--- config.mk ---
export PLATFORM = sky130hd
export DESIGN_NAME = proc_status_regs
export DESIGN_NICKNAME = d
export VERILOG_FILES = /design/src/rtl/psr_pkg.sv /design/src/rtl/ring_osc_counter.sv /design/src/rtl/rgmii_tx_gen.sv /design/src/rtl/proc_status_regs.sv
export SDC_FILE = /design/constraint.sdc
export NUM_CORES = 1
export LEC_CHECK = 0
export BUFFER_PORTS_ARGS = -buffer_cell sky130_fd_sc_hd__buf_4
export CORE_MARGIN = 2
export CORE_UTILIZATION = 55
export DETAILED_ROUTE_END_ITERATION = 16
export MAX_ROUTING_LAYER = met4
export PLACE_DENSITY = 0.75
export SYNTH_ARGS = -nofsm -noshare
export SYNTH_HDL_FRONTEND = slang
export SYNTH_HIERARCHICAL = 1
export SYNTH_SLANG_ARGS = --single-unit
--- constraint.sdc ---
create_clock -name mclk -period 3.9 [get_ports mclk]
set_input_delay 0.975 -clock mclk [delete_from_list [all_inputs] [get_ports mclk]]
set_output_delay 0.975 -clock mclk [all_outputs]
set_load 0.02 [all_outputs]
--- src/rtl/psr_pkg.sv ---
// constants, field layouts and carrier types for the processor status register bank
package psr_pkg;
  // ----------------------------------------------------------------
  // register numbers
  // ----------------------------------------------------------------
  localparam logic [7:0] REG_TILE_CTRL = 8'h02;
  localparam logic [7:0] REG_BOOT_STAT = 8'h03;
  localparam logic [7:0] REG_SEC_CFG = 8'h05;
  localparam logic [7:0] REG_RO_CTRL = 8'h06;
  localparam logic [7:0] REG_RO_CNT0 = 8'h07;
  localparam logic [7:0] REG_RO_CNT1 = 8'h08;
  localparam logic [7:0] REG_RO_CNT2 = 8'h09;
  localparam logic [7:0] REG_RO_CNT3 = 8'h0a;
  localparam logic [7:0] REG_MEM_SIZE = 8'h0c;
  localparam logic [7:0] REG_DBG_SAVED = 8'h10;
  // ----------------------------------------------------------------
  // field positions and masks
  // ----------------------------------------------------------------
  localparam int TXD_DLY_LSB = 18;
  localparam int TXC_DIV_LSB = 9;
  localparam int RGMII_EN_BIT = 8;
  localparam int DIV_DYN_BIT = 5;
  localparam int DIV_EN_BIT = 4;
  localparam int UTMI_SEL_BIT = 2;
  localparam int ULPI_EN_BIT = 1;
  localparam logic [31:0] CTRL_MASK = 32'h03ff_ff36;
  localparam logic [31:0] CTRL_RESET = 32'h0000_0000;
  localparam int PROC_NUM_LSB = 16;
  localparam logic [31:0] BOOT_MASK = 32'h00ff_013f;
  localparam int SEC_WDIS_BIT = 31;
  localparam logic [31:0] SEC_MASK = 32'h8000_5fb1;
  localparam logic [31:0] SEC_RESET = 32'h0000_0000;
  localparam int RO_CORE_BIT = 1;
  localparam int RO_PERIPH_BIT = 0;
  localparam logic [1:0] RO_CTRL_RESET = 2'h0;
  localparam int RO_CNT_W = 16;
  localparam int RO_NUM = 4;
  localparam logic [31:0] RAM_SIZE_BYTES = 32'h0002_0000;
  localparam logic [31:0] RAM_SIZE_MASK = 32'hffff_fffc;
  localparam logic [10:0] SAVED_MASK = 11'h7df;
  localparam logic [10:0] SAVED_WMASK = 11'h6df;
  localparam logic [10:0] SAVED_RESET = 11'h000;
  localparam int TXD_W = 4;
  localparam int TXD_DEPTH = 256;
  // ----------------------------------------------------------------
  // carriers
  // ----------------------------------------------------------------
  typedef struct packed {
    logic valid;
    logic write;
    logic [7:0] num;
    logic [31:0] wdata;
  } ps_req_t;
  typedef struct packed {
    logic ack;
    logic [31:0] rdata;
  } ps_rsp_t;
  typedef struct packed {
    logic [7:0] proc_num;
    logic boot_ovr;
    logic core1_off;
    logic skip_poll;
    logic boot_ram;
    logic boot_jtag;
    logic [1:0] pll_mode;
  } boot_strap_t;
  typedef enum logic {
    SEC_LOAD = 1'b0,
    SEC_RUN = 1'b1
  } sec_state_t;
endpackage : psr_pkg

--- src/rtl/ring_osc_counter.sv ---
// one ring oscillator edge counter with a synchronised input
`timescale 1ns/1ps
`default_nettype none
module ring_osc_counter (
  input wire logic mclk,
  input wire logic osc_in,
  input wire logic run,
  output logic [psr_pkg::RO_CNT_W-1:0] count
);
  import psr_pkg::*;
  logic sync1_ff;
  logic sync2_ff;
  logic sync3_ff;
  // no reset: the count must survive a system reset
  logic [RO_CNT_W-1:0] count_ff = '0;
  // the oscillator is asynchronous; edges only seen after two flops
  always_ff @(posedge mclk) begin
    sync1_ff <= osc_in;
    sync2_ff <= sync1_ff;
    sync3_ff <= sync2_ff;
  end
  always_ff @(posedge mclk) begin
    if (run && sync2_ff && !sync3_ff) begin
      count_ff <= count_ff + 1'b1;
    end
  end
  assign count = count_ff;
endmodule : ring_osc_counter
`default_nettype wire

--- src/rtl/rgmii_tx_gen.sv ---
// transmit clock divider and transmit data delay line
`timescale 1ns/1ps
`default_nettype none
module rgmii_tx_gen (
  input wire logic mclk,
  input wire logic sys_rst,
  input wire logic enable,
  input wire logic [8:0] div,
  input wire logic [7:0] dly,
  input wire logic [psr_pkg::TXD_W-1:0] txd_in,
  output logic tx_clk,
  output logic [psr_pkg::TXD_W-1:0] txd_out
);
  import psr_pkg::*;
  logic [8:0] cnt_ff;
  logic tx_clk_ff;
  logic [7:0] wptr_ff;
  logic [TXD_W-1:0] txd_ff;
  logic [TXD_W-1:0] mem [TXD_DEPTH];
  logic [7:0] rptr;
  assign rptr = wptr_ff - dly;
  always_ff @(posedge mclk) begin
    if (sys_rst || !enable) begin
      cnt_ff <= 9'h000;
    end else if (cnt_ff == div) begin
      cnt_ff <= 9'h000;
    end else begin
      cnt_ff <= cnt_ff + 1'b1;
    end
  end
  // with a value of zero both edges coincide and rise wins
  always_ff @(posedge mclk) begin
    if (sys_rst || !enable) begin
      tx_clk_ff <= 1'b0;
    end else if (cnt_ff == div) begin
      tx_clk_ff <= 1'b1;
    end else if (cnt_ff == (div >> 1)) begin
      tx_clk_ff <= 1'b0;
    end
  end
  always_ff @(posedge mclk) begin
    mem[wptr_ff] <= txd_in;
  end
  always_ff @(posedge mclk) begin
    if (sys_rst) begin
      wptr_ff <= 8'h00;
    end else begin
      wptr_ff <= wptr_ff + 1'b1;
    end
  end
  always_ff @(posedge mclk) begin
    if (sys_rst || !enable) begin
      txd_ff <= '0;
    end else if (dly == 8'h00) begin
      txd_ff <= txd_in;
    end else begin
      txd_ff <= mem[rptr];
    end
  end
  assign tx_clk = tx_clk_ff;
  assign txd_out = txd_ff;
endmodule : rgmii_tx_gen
`default_nettype wire

--- src/rtl/proc_status_regs.sv ---
// processor status register bank of one tile
`timescale 1ns/1ps
`default_nettype none
module proc_status_regs (
  input wire logic mclk,
  input wire logic sys_rst,
  input wire psr_pkg::ps_req_t ps_req,
  output psr_pkg::ps_rsp_t ps_rsp,
  input wire logic [31:0] otp_sec_word,
  input wire psr_pkg::boot_strap_t boot_pins,
  input wire logic threads_all_paused,
  input wire logic dbg_entry,
  input wire logic dbg_mode,
  input wire logic [10:0] thread_status,
  input wire logic [psr_pkg::RO_NUM-1:0] ring_osc_in,
  output logic [1:0] ring_osc_run,
  output logic core_div_active,
  output logic usb_utmi_sel,
  output logic ulpi_hw_en,
  output logic rgmii_en,
  input wire logic [psr_pkg::TXD_W-1:0] rgmii_txd_in,
  output logic rgmii_tx_clk,
  output logic [psr_pkg::TXD_W-1:0] rgmii_txd,
  output logic [31:0] sec_cfg
);
  import psr_pkg::*;

  // ----------------------------------------------------------------
  // declarations
  // ----------------------------------------------------------------
  logic [31:0] ctrl_ff;
  logic [31:0] sec_ff;
  sec_state_t sec_state_ff;
  logic [1:0] ro_ctrl_ff;
  logic [10:0] saved_stat_ff;
  boot_strap_t strap1_ff;
  boot_strap_t strap2_ff;
  boot_strap_t boot_ff;
  logic boot_taken_ff;
  ps_rsp_t rsp_ff;
  logic [31:0] rd_data;
  logic [31:0] boot_word;
  logic [RO_CNT_W-1:0] ro_count [RO_NUM];
  logic [RO_NUM-1:0] ro_run;
  logic wr_ctrl;
  logic wr_sec;
  logic wr_ro;
  logic wr_saved_stat;
  logic div_en;
  logic div_dyn;

  // ----------------------------------------------------------------
  // write strobes
  // ----------------------------------------------------------------
  assign wr_ctrl = ps_req.valid && ps_req.write && (ps_req.num == REG_TILE_CTRL);
  assign wr_sec = ps_req.valid && ps_req.write && (ps_req.num == REG_SEC_CFG);
  assign wr_ro = ps_req.valid && ps_req.write && (ps_req.num == REG_RO_CTRL);
  assign wr_saved_stat = ps_req.valid && ps_req.write && (ps_req.num == REG_DBG_SAVED);

  // ----------------------------------------------------------------
  // tile feature control
  // ----------------------------------------------------------------
  always_ff @(posedge mclk) begin
    if (sys_rst) begin
      ctrl_ff <= CTRL_RESET;
    end else if (wr_ctrl) begin
      ctrl_ff <= ps_req.wdata & CTRL_MASK;
    end
  end

  assign div_en = ctrl_ff[DIV_EN_BIT];
  assign div_dyn = ctrl_ff[DIV_DYN_BIT];
  // dynamic mode only divides while no active thread can issue
  assign core_div_active = div_en && (!div_dyn || threads_all_paused);
  assign usb_utmi_sel = ctrl_ff[UTMI_SEL_BIT];
  assign ulpi_hw_en = ctrl_ff[ULPI_EN_BIT];
  assign rgmii_en = ctrl_ff[RGMII_EN_BIT];

  // ----------------------------------------------------------------
  // reduced-pin MAC transmit clock and data
  // ----------------------------------------------------------------
  // the divider field holds ratio minus one; no correction here
  rgmii_tx_gen u_tx (
    .mclk(mclk),
    .sys_rst(sys_rst),
    .enable(ctrl_ff[RGMII_EN_BIT]),
    .div(ctrl_ff[TXC_DIV_LSB +: 9]),
    .dly(ctrl_ff[TXD_DLY_LSB +: 8]),
    .txd_in(rgmii_txd_in),
    .tx_clk(rgmii_tx_clk),
    .txd_out(rgmii_txd)
  );

  // ----------------------------------------------------------------
  // boot straps
  // ----------------------------------------------------------------
  // straps come from pins, so they pass two flops first
  always_ff @(posedge mclk) begin
    strap1_ff <= boot_pins;
    strap2_ff <= strap1_ff;
  end

  // caught once after reset release, then frozen
  always_ff @(posedge mclk) begin
    if (sys_rst) begin
      boot_taken_ff <= 1'b0;
    end else begin
      boot_taken_ff <= 1'b1;
    end
  end

  always_ff @(posedge mclk) begin
    if (sys_rst) begin
      boot_ff <= '0;
    end else if (!boot_taken_ff) begin
      boot_ff <= strap2_ff;
    end
  end

  assign boot_word = {8'h00, boot_ff.proc_num, 7'h00, boot_ff.boot_ovr, 2'h0,
                      boot_ff.core1_off, boot_ff.skip_poll, boot_ff.boot_ram,
                      boot_ff.boot_jtag, boot_ff.pll_mode};

  // ----------------------------------------------------------------
  // security configuration
  // ----------------------------------------------------------------
  // reset leaves the register empty for one cycle, then copies the otp word
  always_ff @(posedge mclk) begin
    if (sys_rst) begin
      sec_state_ff <= SEC_LOAD;
    end else begin
      case (sec_state_ff)
        SEC_LOAD: sec_state_ff <= SEC_RUN;
        SEC_RUN: sec_state_ff <= SEC_RUN;
        default: sec_state_ff <= SEC_LOAD;
      endcase
    end
  end

  always_ff @(posedge mclk) begin
    if (sys_rst) begin
      sec_ff <= SEC_RESET;
    end else begin
      case (sec_state_ff)
        SEC_LOAD: begin
          sec_ff <= otp_sec_word & SEC_MASK;
        end
        SEC_RUN: begin
          if (wr_sec && !sec_ff[SEC_WDIS_BIT]) begin
            sec_ff <= ps_req.wdata & SEC_MASK;
          end
        end
        default: begin
          sec_ff <= SEC_RESET;
        end
      endcase
    end
  end

  assign sec_cfg = sec_ff;

  // ----------------------------------------------------------------
  // ring oscillators
  // ----------------------------------------------------------------
  always_ff @(posedge mclk) begin
    if (sys_rst) begin
      ro_ctrl_ff <= RO_CTRL_RESET;
    end else if (wr_ro) begin
      ro_ctrl_ff <= ps_req.wdata[1:0];
    end
  end

  assign ring_osc_run = ro_ctrl_ff;
  // counters 0 and 1 are tile oscillators, 2 and 3 peripheral ones
  assign ro_run = {{2{ro_ctrl_ff[RO_PERIPH_BIT]}}, {2{ro_ctrl_ff[RO_CORE_BIT]}}};

  // a count read while the oscillator still runs may be mid-update
  for (genvar i = 0; i < RO_NUM; i++) begin : g_ro
    ring_osc_counter u_cnt (
      .mclk(mclk),
      .osc_in(ring_osc_in[i]),
      .run(ro_run[i]),
      .count(ro_count[i])
    );
  end

  // ----------------------------------------------------------------
  // saved thread status
  // ----------------------------------------------------------------
  // debugger entry outranks a simultaneous debug write
  always_ff @(posedge mclk) begin
    if (sys_rst) begin
      saved_stat_ff <= SAVED_RESET;
    end else if (dbg_entry) begin
      saved_stat_ff <= thread_status & SAVED_MASK;
    end else if (wr_saved_stat && dbg_mode) begin
      saved_stat_ff <= (saved_stat_ff & ~SAVED_WMASK) | (ps_req.wdata[10:0] & SAVED_WMASK);
    end
  end

  // ----------------------------------------------------------------
  // read decode
  // ----------------------------------------------------------------
  always_comb begin
    rd_data = 32'h0000_0000;
    if (ps_req.num == REG_TILE_CTRL) begin
      rd_data = ctrl_ff;
    end else if (ps_req.num == REG_BOOT_STAT) begin
      rd_data = boot_word;
    end else if (ps_req.num == REG_SEC_CFG) begin
      rd_data = sec_ff;
    end else if (ps_req.num == REG_RO_CTRL) begin
      rd_data = {30'h0000_0000, ro_ctrl_ff};
    end else if (ps_req.num == REG_RO_CNT0) begin
      rd_data = {16'h0000, ro_count[0]};
    end else if (ps_req.num == REG_RO_CNT1) begin
      rd_data = {16'h0000, ro_count[1]};
    end else if (ps_req.num == REG_RO_CNT2) begin
      rd_data = {16'h0000, ro_count[2]};
    end else if (ps_req.num == REG_RO_CNT3) begin
      rd_data = {16'h0000, ro_count[3]};
    end else if (ps_req.num == REG_MEM_SIZE) begin
      rd_data = RAM_SIZE_BYTES & RAM_SIZE_MASK;
    end else if (ps_req.num == REG_DBG_SAVED) begin
      rd_data = {21'h00_0000, saved_stat_ff};
    end
  end

  // every access is answered one cycle later; unknown numbers read zero
  always_ff @(posedge mclk) begin
    if (sys_rst) begin
      rsp_ff <= '0;
    end else begin
      rsp_ff.ack <= ps_req.valid;
      if (ps_req.valid && !ps_req.write) begin
        rsp_ff.rdata <= rd_data;
      end else begin
        rsp_ff.rdata <= 32'h0000_0000;
      end
    end
  end

  assign ps_rsp = rsp_ff;
endmodule : proc_status_regs
`default_nettype wire

# Word level (Yosys, flattened, before mapping)
# Memories as Yosys holds them, arrays and structs flattened. A register that Yosys moved wholly into a read port is not among the register bits.
# Index checks and enable logic that the tools add are counted.
# classes
add_sub_neg	7
n_eq_ne	13
muxes	17
bitwise_logic	3
reduce_logical	34
# ops
cell	count
18-bit 2-to-1 mux	6
16-bit by 1-bit adder with 16-bit output (second input constant)	4
32-bit 2-to-1 mux	2
32-bit one-hot mux with 2 select lines	1
26-bit 2-to-1 mux	2
11-bit 2-to-1 mux	3
8-bit by 4-bit equality test with 1-bit output (second input constant)	4
8-bit by 3-bit equality test with 1-bit output (second input constant)	3
1-bit logical AND	17
8-bit by 2-bit equality test with 1-bit output (second input constant)	2
9-bit by 11-bit bitwise OR with 11-bit output	1
9-bit by 1-bit adder with 9-bit output (second input constant)	1
9-bit by 8-bit equality test with 1-bit output	1
9-bit equality test	1
8-bit by 1-bit adder with 8-bit output (second input constant)	1
8-bit by 5-bit equality test with 1-bit output (second input constant)	1
1-bit logical NOT	8
8-bit subtractor	1
2-bit OR reduction	3
2-bit nonzero test	2
4-bit OR reduction	1
1-bit 2-to-1 mux	3
3-bit OR reduction	1
1-bit logical OR	2
2 further kinds	3
# totals
register_bits	240
ram_bits	1024
in_bits	113
out_inout_bits	76
elab_cells	125
n_memories	1
# memory_table
name	words	width	read_ports	rd_clocked_by_memory_dff	wr	line	text
u_tx.mem	256	4	1	1	1	rgmii_tx_gen.sv:19	logic [TXD_W-1:0] mem [TXD_DEPTH];

# Depth between registers and ports, before layout
# logic_depth
word_depth	11
mapped_depth	17
mapped_depth_nobuf	12

# Cells and area by module
# The synthesis kept the hierarchy.
# by_module_without_submodules
module	n_inst	cells_per_inst	area_per_inst_um2	seq_area_each_um2
rgmii_tx_gen	1	2284	42215.5	31189.9
proc_status_regs	1	549	5041.1	2382.3
ring_osc_counter (g_ro[2].u_cnt ...)	2	61	844.6	540.5
ring_osc_counter (g_ro[0].u_cnt)	1	62	849.6	540.5
ring_osc_counter (g_ro[1].u_cnt)	1	63	830.8	540.5

# Worst setup path after synthesis
# Ideal clock, no wire load.
# synth_timing
path_kind	register to register
from	register u_tx.wptr_ff[0]
to	register u_tx.txd_ff[0] (netlist: u_tx/txd_out[0]), read port of u_tx.mem
setup_time_ns	0.119
arrival_time_ns	3.489
required_ns	3.781
path_slack_ns	0.292
stages_incl_launch_ff	13
path_buffers	2
synth_period_minus_slack_ns	3.608
cell_sequence	dfxtp_1 -> inv_1 -> ha_1 -> fa_1 -> xnor2_2 -> buf_6 -> buf_6 -> mux4_2 -> mux4_2 -> nor4_1 -> nor4_1 -> a22oi_1 -> nand2_1
# synth_via
elab_chain_len	1
# synth_rtl
element	line	text
start, declared	rgmii_tx_gen.sv:17	logic [7:0] wptr_ff;
start signal, assigned	rgmii_tx_gen.sv:48	wptr_ff <= wptr_ff + 1'b1;
8-bit subtractor	rgmii_tx_gen.sv:21	assign rptr = wptr_ff - dly;
end, declared	rgmii_tx_gen.sv:18	logic [TXD_W-1:0] txd_ff;
# Every way passes these cells.
# A chain may end at the register's enable or synchronous reset.

# Worst setup path in the final report
# Ends and elaborated chain as after synthesis.

==> out/metrics.cfg <==
[run_status]
status = finished, violations left
violations = setup timing

[yosys]
ys.flop_type = edfxtp_1
ys_seq_area_share_pct = 70.58
yosys.cell_count.top_type = edfxtp_1
avgSynthCellArea_um2 = 16.44
ys_top_cells_by_count = edfxtp_1 (1088), nor2_1 (362), nand2_1 (288), mux4_2 (261), dfxtp_1 (153)
synth_top_cells_by_area = edfxtp_1 (65%), mux4_2 (12%), dfxtp_1 (6.1%), nor2_1 (2.7%), nand2_1 (2.1%)
ys_async_sr_fraction_pct = 0
synth.top_cell.area_share_pct = 64.53
postSynthCellCount = 3080
netlist_area_mm2 = 0.05063
synth_top_area_cell = edfxtp_1
synth_edf_count = 1088
ys_ff_latch = 1241
synth_cell_types = 86
yosys_warnings = 6

[min_path]
hp-class = flop to flop

[cts]
cts_made_buffers = 119
cts.path.max_buffers = 3
clkSinkCount = 1241
cts_root_buf = clkbuf_16
clkTransAtPathRegs_ns = 0.06
htree_levels = 3
clkLatencyLatePin_ns = 0.72
cts_tree = built
hold_buffers = 0

[pwr]
p_leak_nw = 19.20
finalPower_w = 0.02866
ir_drop_mv = 0.4494
powerDensity_mw_per_mm2 = 495.0

[sta]
finalSetupTns_ns = -0.03122
final-hold-violation-count = 0
fin_crit_ns = 3.931
setup_violations = 1
worst_pin_slew_ns = 0.9809
skew_ns = 0.06043
rsz0062_at_grt = true
worst_slack_ns = -0.03122
fmax_mhz = 254.4
finalMaxSlewViolations = 0
relSlewSlack_pct = 34.45
min_period_over_period_pct = 100.8

[finish]
nets = 3421
syn_to_final_growth_pct = 14.38
regArea_mm2 = 0.03574
fin_area_mm2 = 0.05791
num_antenna_cells = 0
nFillCells = 6096
drive_gt1_share_pct = 23.32
multi_input_area_mm2 = 0.01395

[placement]
place_congestion = 0.9107
numPortBuffers = 135
place_ws_ns = -0.01157
place_area_mm2 = 0.05366
dp_hpwl_mm = 80.09

[drt]
top_layer = met4
wl_met2_mm = 60.90
num_vias = 29530
first_pass_iters = 6
wirelength_met1_mm = 47.53
drc_errors = 0
drt_iter0_markers = 3784
wire_per_inst_um = 27.64
viasPerCell = 6.445
wirelength_mm = 126.7
final_antenna_net_count = 0
wl_met3_mm = 13.28

[global_route]
grt_pass1_wl_mm = 188.9
first_global_vias = 29770
grt_max_degree = 111
grt_overflow = 0
track_usage_pct = 27.65
antenna_found_initial = 0

[floorplanning]
rows = 111
core_mm2 = 0.09139
die_width_um = 307.4
start_util_pct = 55.40
die_height_um = 307.4
die-area_mm2 = 0.09449
io_pins = 189

[worst_setup_path]
crit_chain = inv_1, ha_1, fa_4, buf_12, buf_16, buf_4, mux4_2, mux4_2, a22oi_1, a311oi_1, a22oi_1, nand2_1
worst_setup_path_end_kind = flop
worst_path_max_delay_cell = fa_4
worstSetupStartpointType = flop
r2r_slack_ns = -0.03
path_class = flop to flop
crit_path_max_incr_delay_ns = 0.89
required_ns = 4.49
arrival_ns = 4.52
worstPathMaxFanout = 38

[flow_run]
drv_cap = 0

## area by class of cell
cell class	count	share of cell area (%)
inverter	27	0.1750
timing repair buffer	271	4.274
clock buffer	157	5.895
sequential	1241	61.71
tap	1186	2.563
multi-input combinational	1630	24.10
clock inverter	70	1.283
## per-layer routing
layer,vias up,global-route usage (%)
met4,0,9.994
met2,1912,43.23
met5,-,-
li1,12300,-
met3,359,5.313
met1,14960,36.64
## through the flow
| step | instances | util [%] | hold slack, ns |
|---|---|---|---|
| 3_3_place_gp | 4352 | 58.72 | 0.3120 |
| 6_report | 4582 | 63.36 | 0.3284 |
| 3_5_place_dp | 4352 | 58.72 | 0.3121 |
| 5_1_grt | 4582 | 63.36 | 0.3300 |
| 2_1_floorplan | 3105 | - | 0.3096 |
| 4_1_cts | 4579 | 63.27 | 0.3280 |
## cells in the final DEF (no fill, tap or decap), drive strengths merged, types with 13 or more instances in the layout
master  netlist  layout
edfxtp     1088    1088
nor2        362     362
nand2       288     288
buf          95     271
mux4        267     267
clkbuf      112     157
dfxtp       153     153
nand3        89      89
mux2i        74      74
xor2         51      51
xnor2        49      49
nand4        49      49
clkinv        2      49
a21oi        43      43
o21ai        40      40
nor3         33      33
inv          25      32
conb          1      26
a211oi       26      26
nor4         25      25
and3         19      19
ha           17      17
a22oi        16      16
nor2b        16      16
a32oi        14      14
nand2b       13      13
## power breakdown
part	internal [W]	switching, W
clock	0.00698	0.00501
combinational	0.000869	0.00128
sequential	0.0145	0.0000458
## path summary, 6_finish.rpt
kind                    from         endpoint  cells after the start
max reg2reg  u_tx/wptr_ff[0]  u_tx/txd_out[0]                     12
max          u_tx/wptr_ff[0]  u_tx/txd_out[0]                     12
min reg2reg    strap1_ff[14]    strap2_ff[14]                      0
min            strap1_ff[14]    strap2_ff[14]                      0
## flip-flops by register name, summed over array words and instances, names as in the netlist, 8 cells and up
name / cells
u_tx/mem: 1024
g_ro.u_cnt/count: 64
ps_rsp: 28
ctrl_ff: 22
boot_ff: 15
strap1_ff: 15
strap2_ff: 15
sec_cfg: 11
saved_stat_ff: 10
u_tx/cnt_ff: 9
u_tx/wptr_ff: 8
## cells by family (layout without fill, tap and decap cells)
group | after synthesis | after routing | share of synthesized area, %
flip-flops | 1241 | 1241 | 70.58
XOR/XNOR | 101 | 101 | 1.859
AND/OR/NAND/NOR | 923 | 923 | 8.205
buffers and inverters | 234 | 525 | 2.328
other | 1 | 26 | 0.007407
adder cells (fa/ha/maj) | 18 | 18 | 0.4597
AO/OA/AOI/OAI | 220 | 220 | 3.149
multiplexers | 342 | 342 | 13.41
## what timing repair did
item | in CTS | in global routing
endpoints found under the setup margin | 2 | 4
pin swaps | 0 | 7
buffers inserted | 0 | 3
resized for setup | 2 | 10
## critical path: cells and delay by family (launching register included)
family,cells,cell delay [ns]
adder cells (fa/ha/maj),2,1.09
multiplexers,2,0.89
buffers and inverters,4,0.70
AO/OA/AOI/OAI,3,0.63
flip-flops,1,0.33
AND/OR/NAND/NOR,1,0.11
Power figures use the tool's default switching activity.
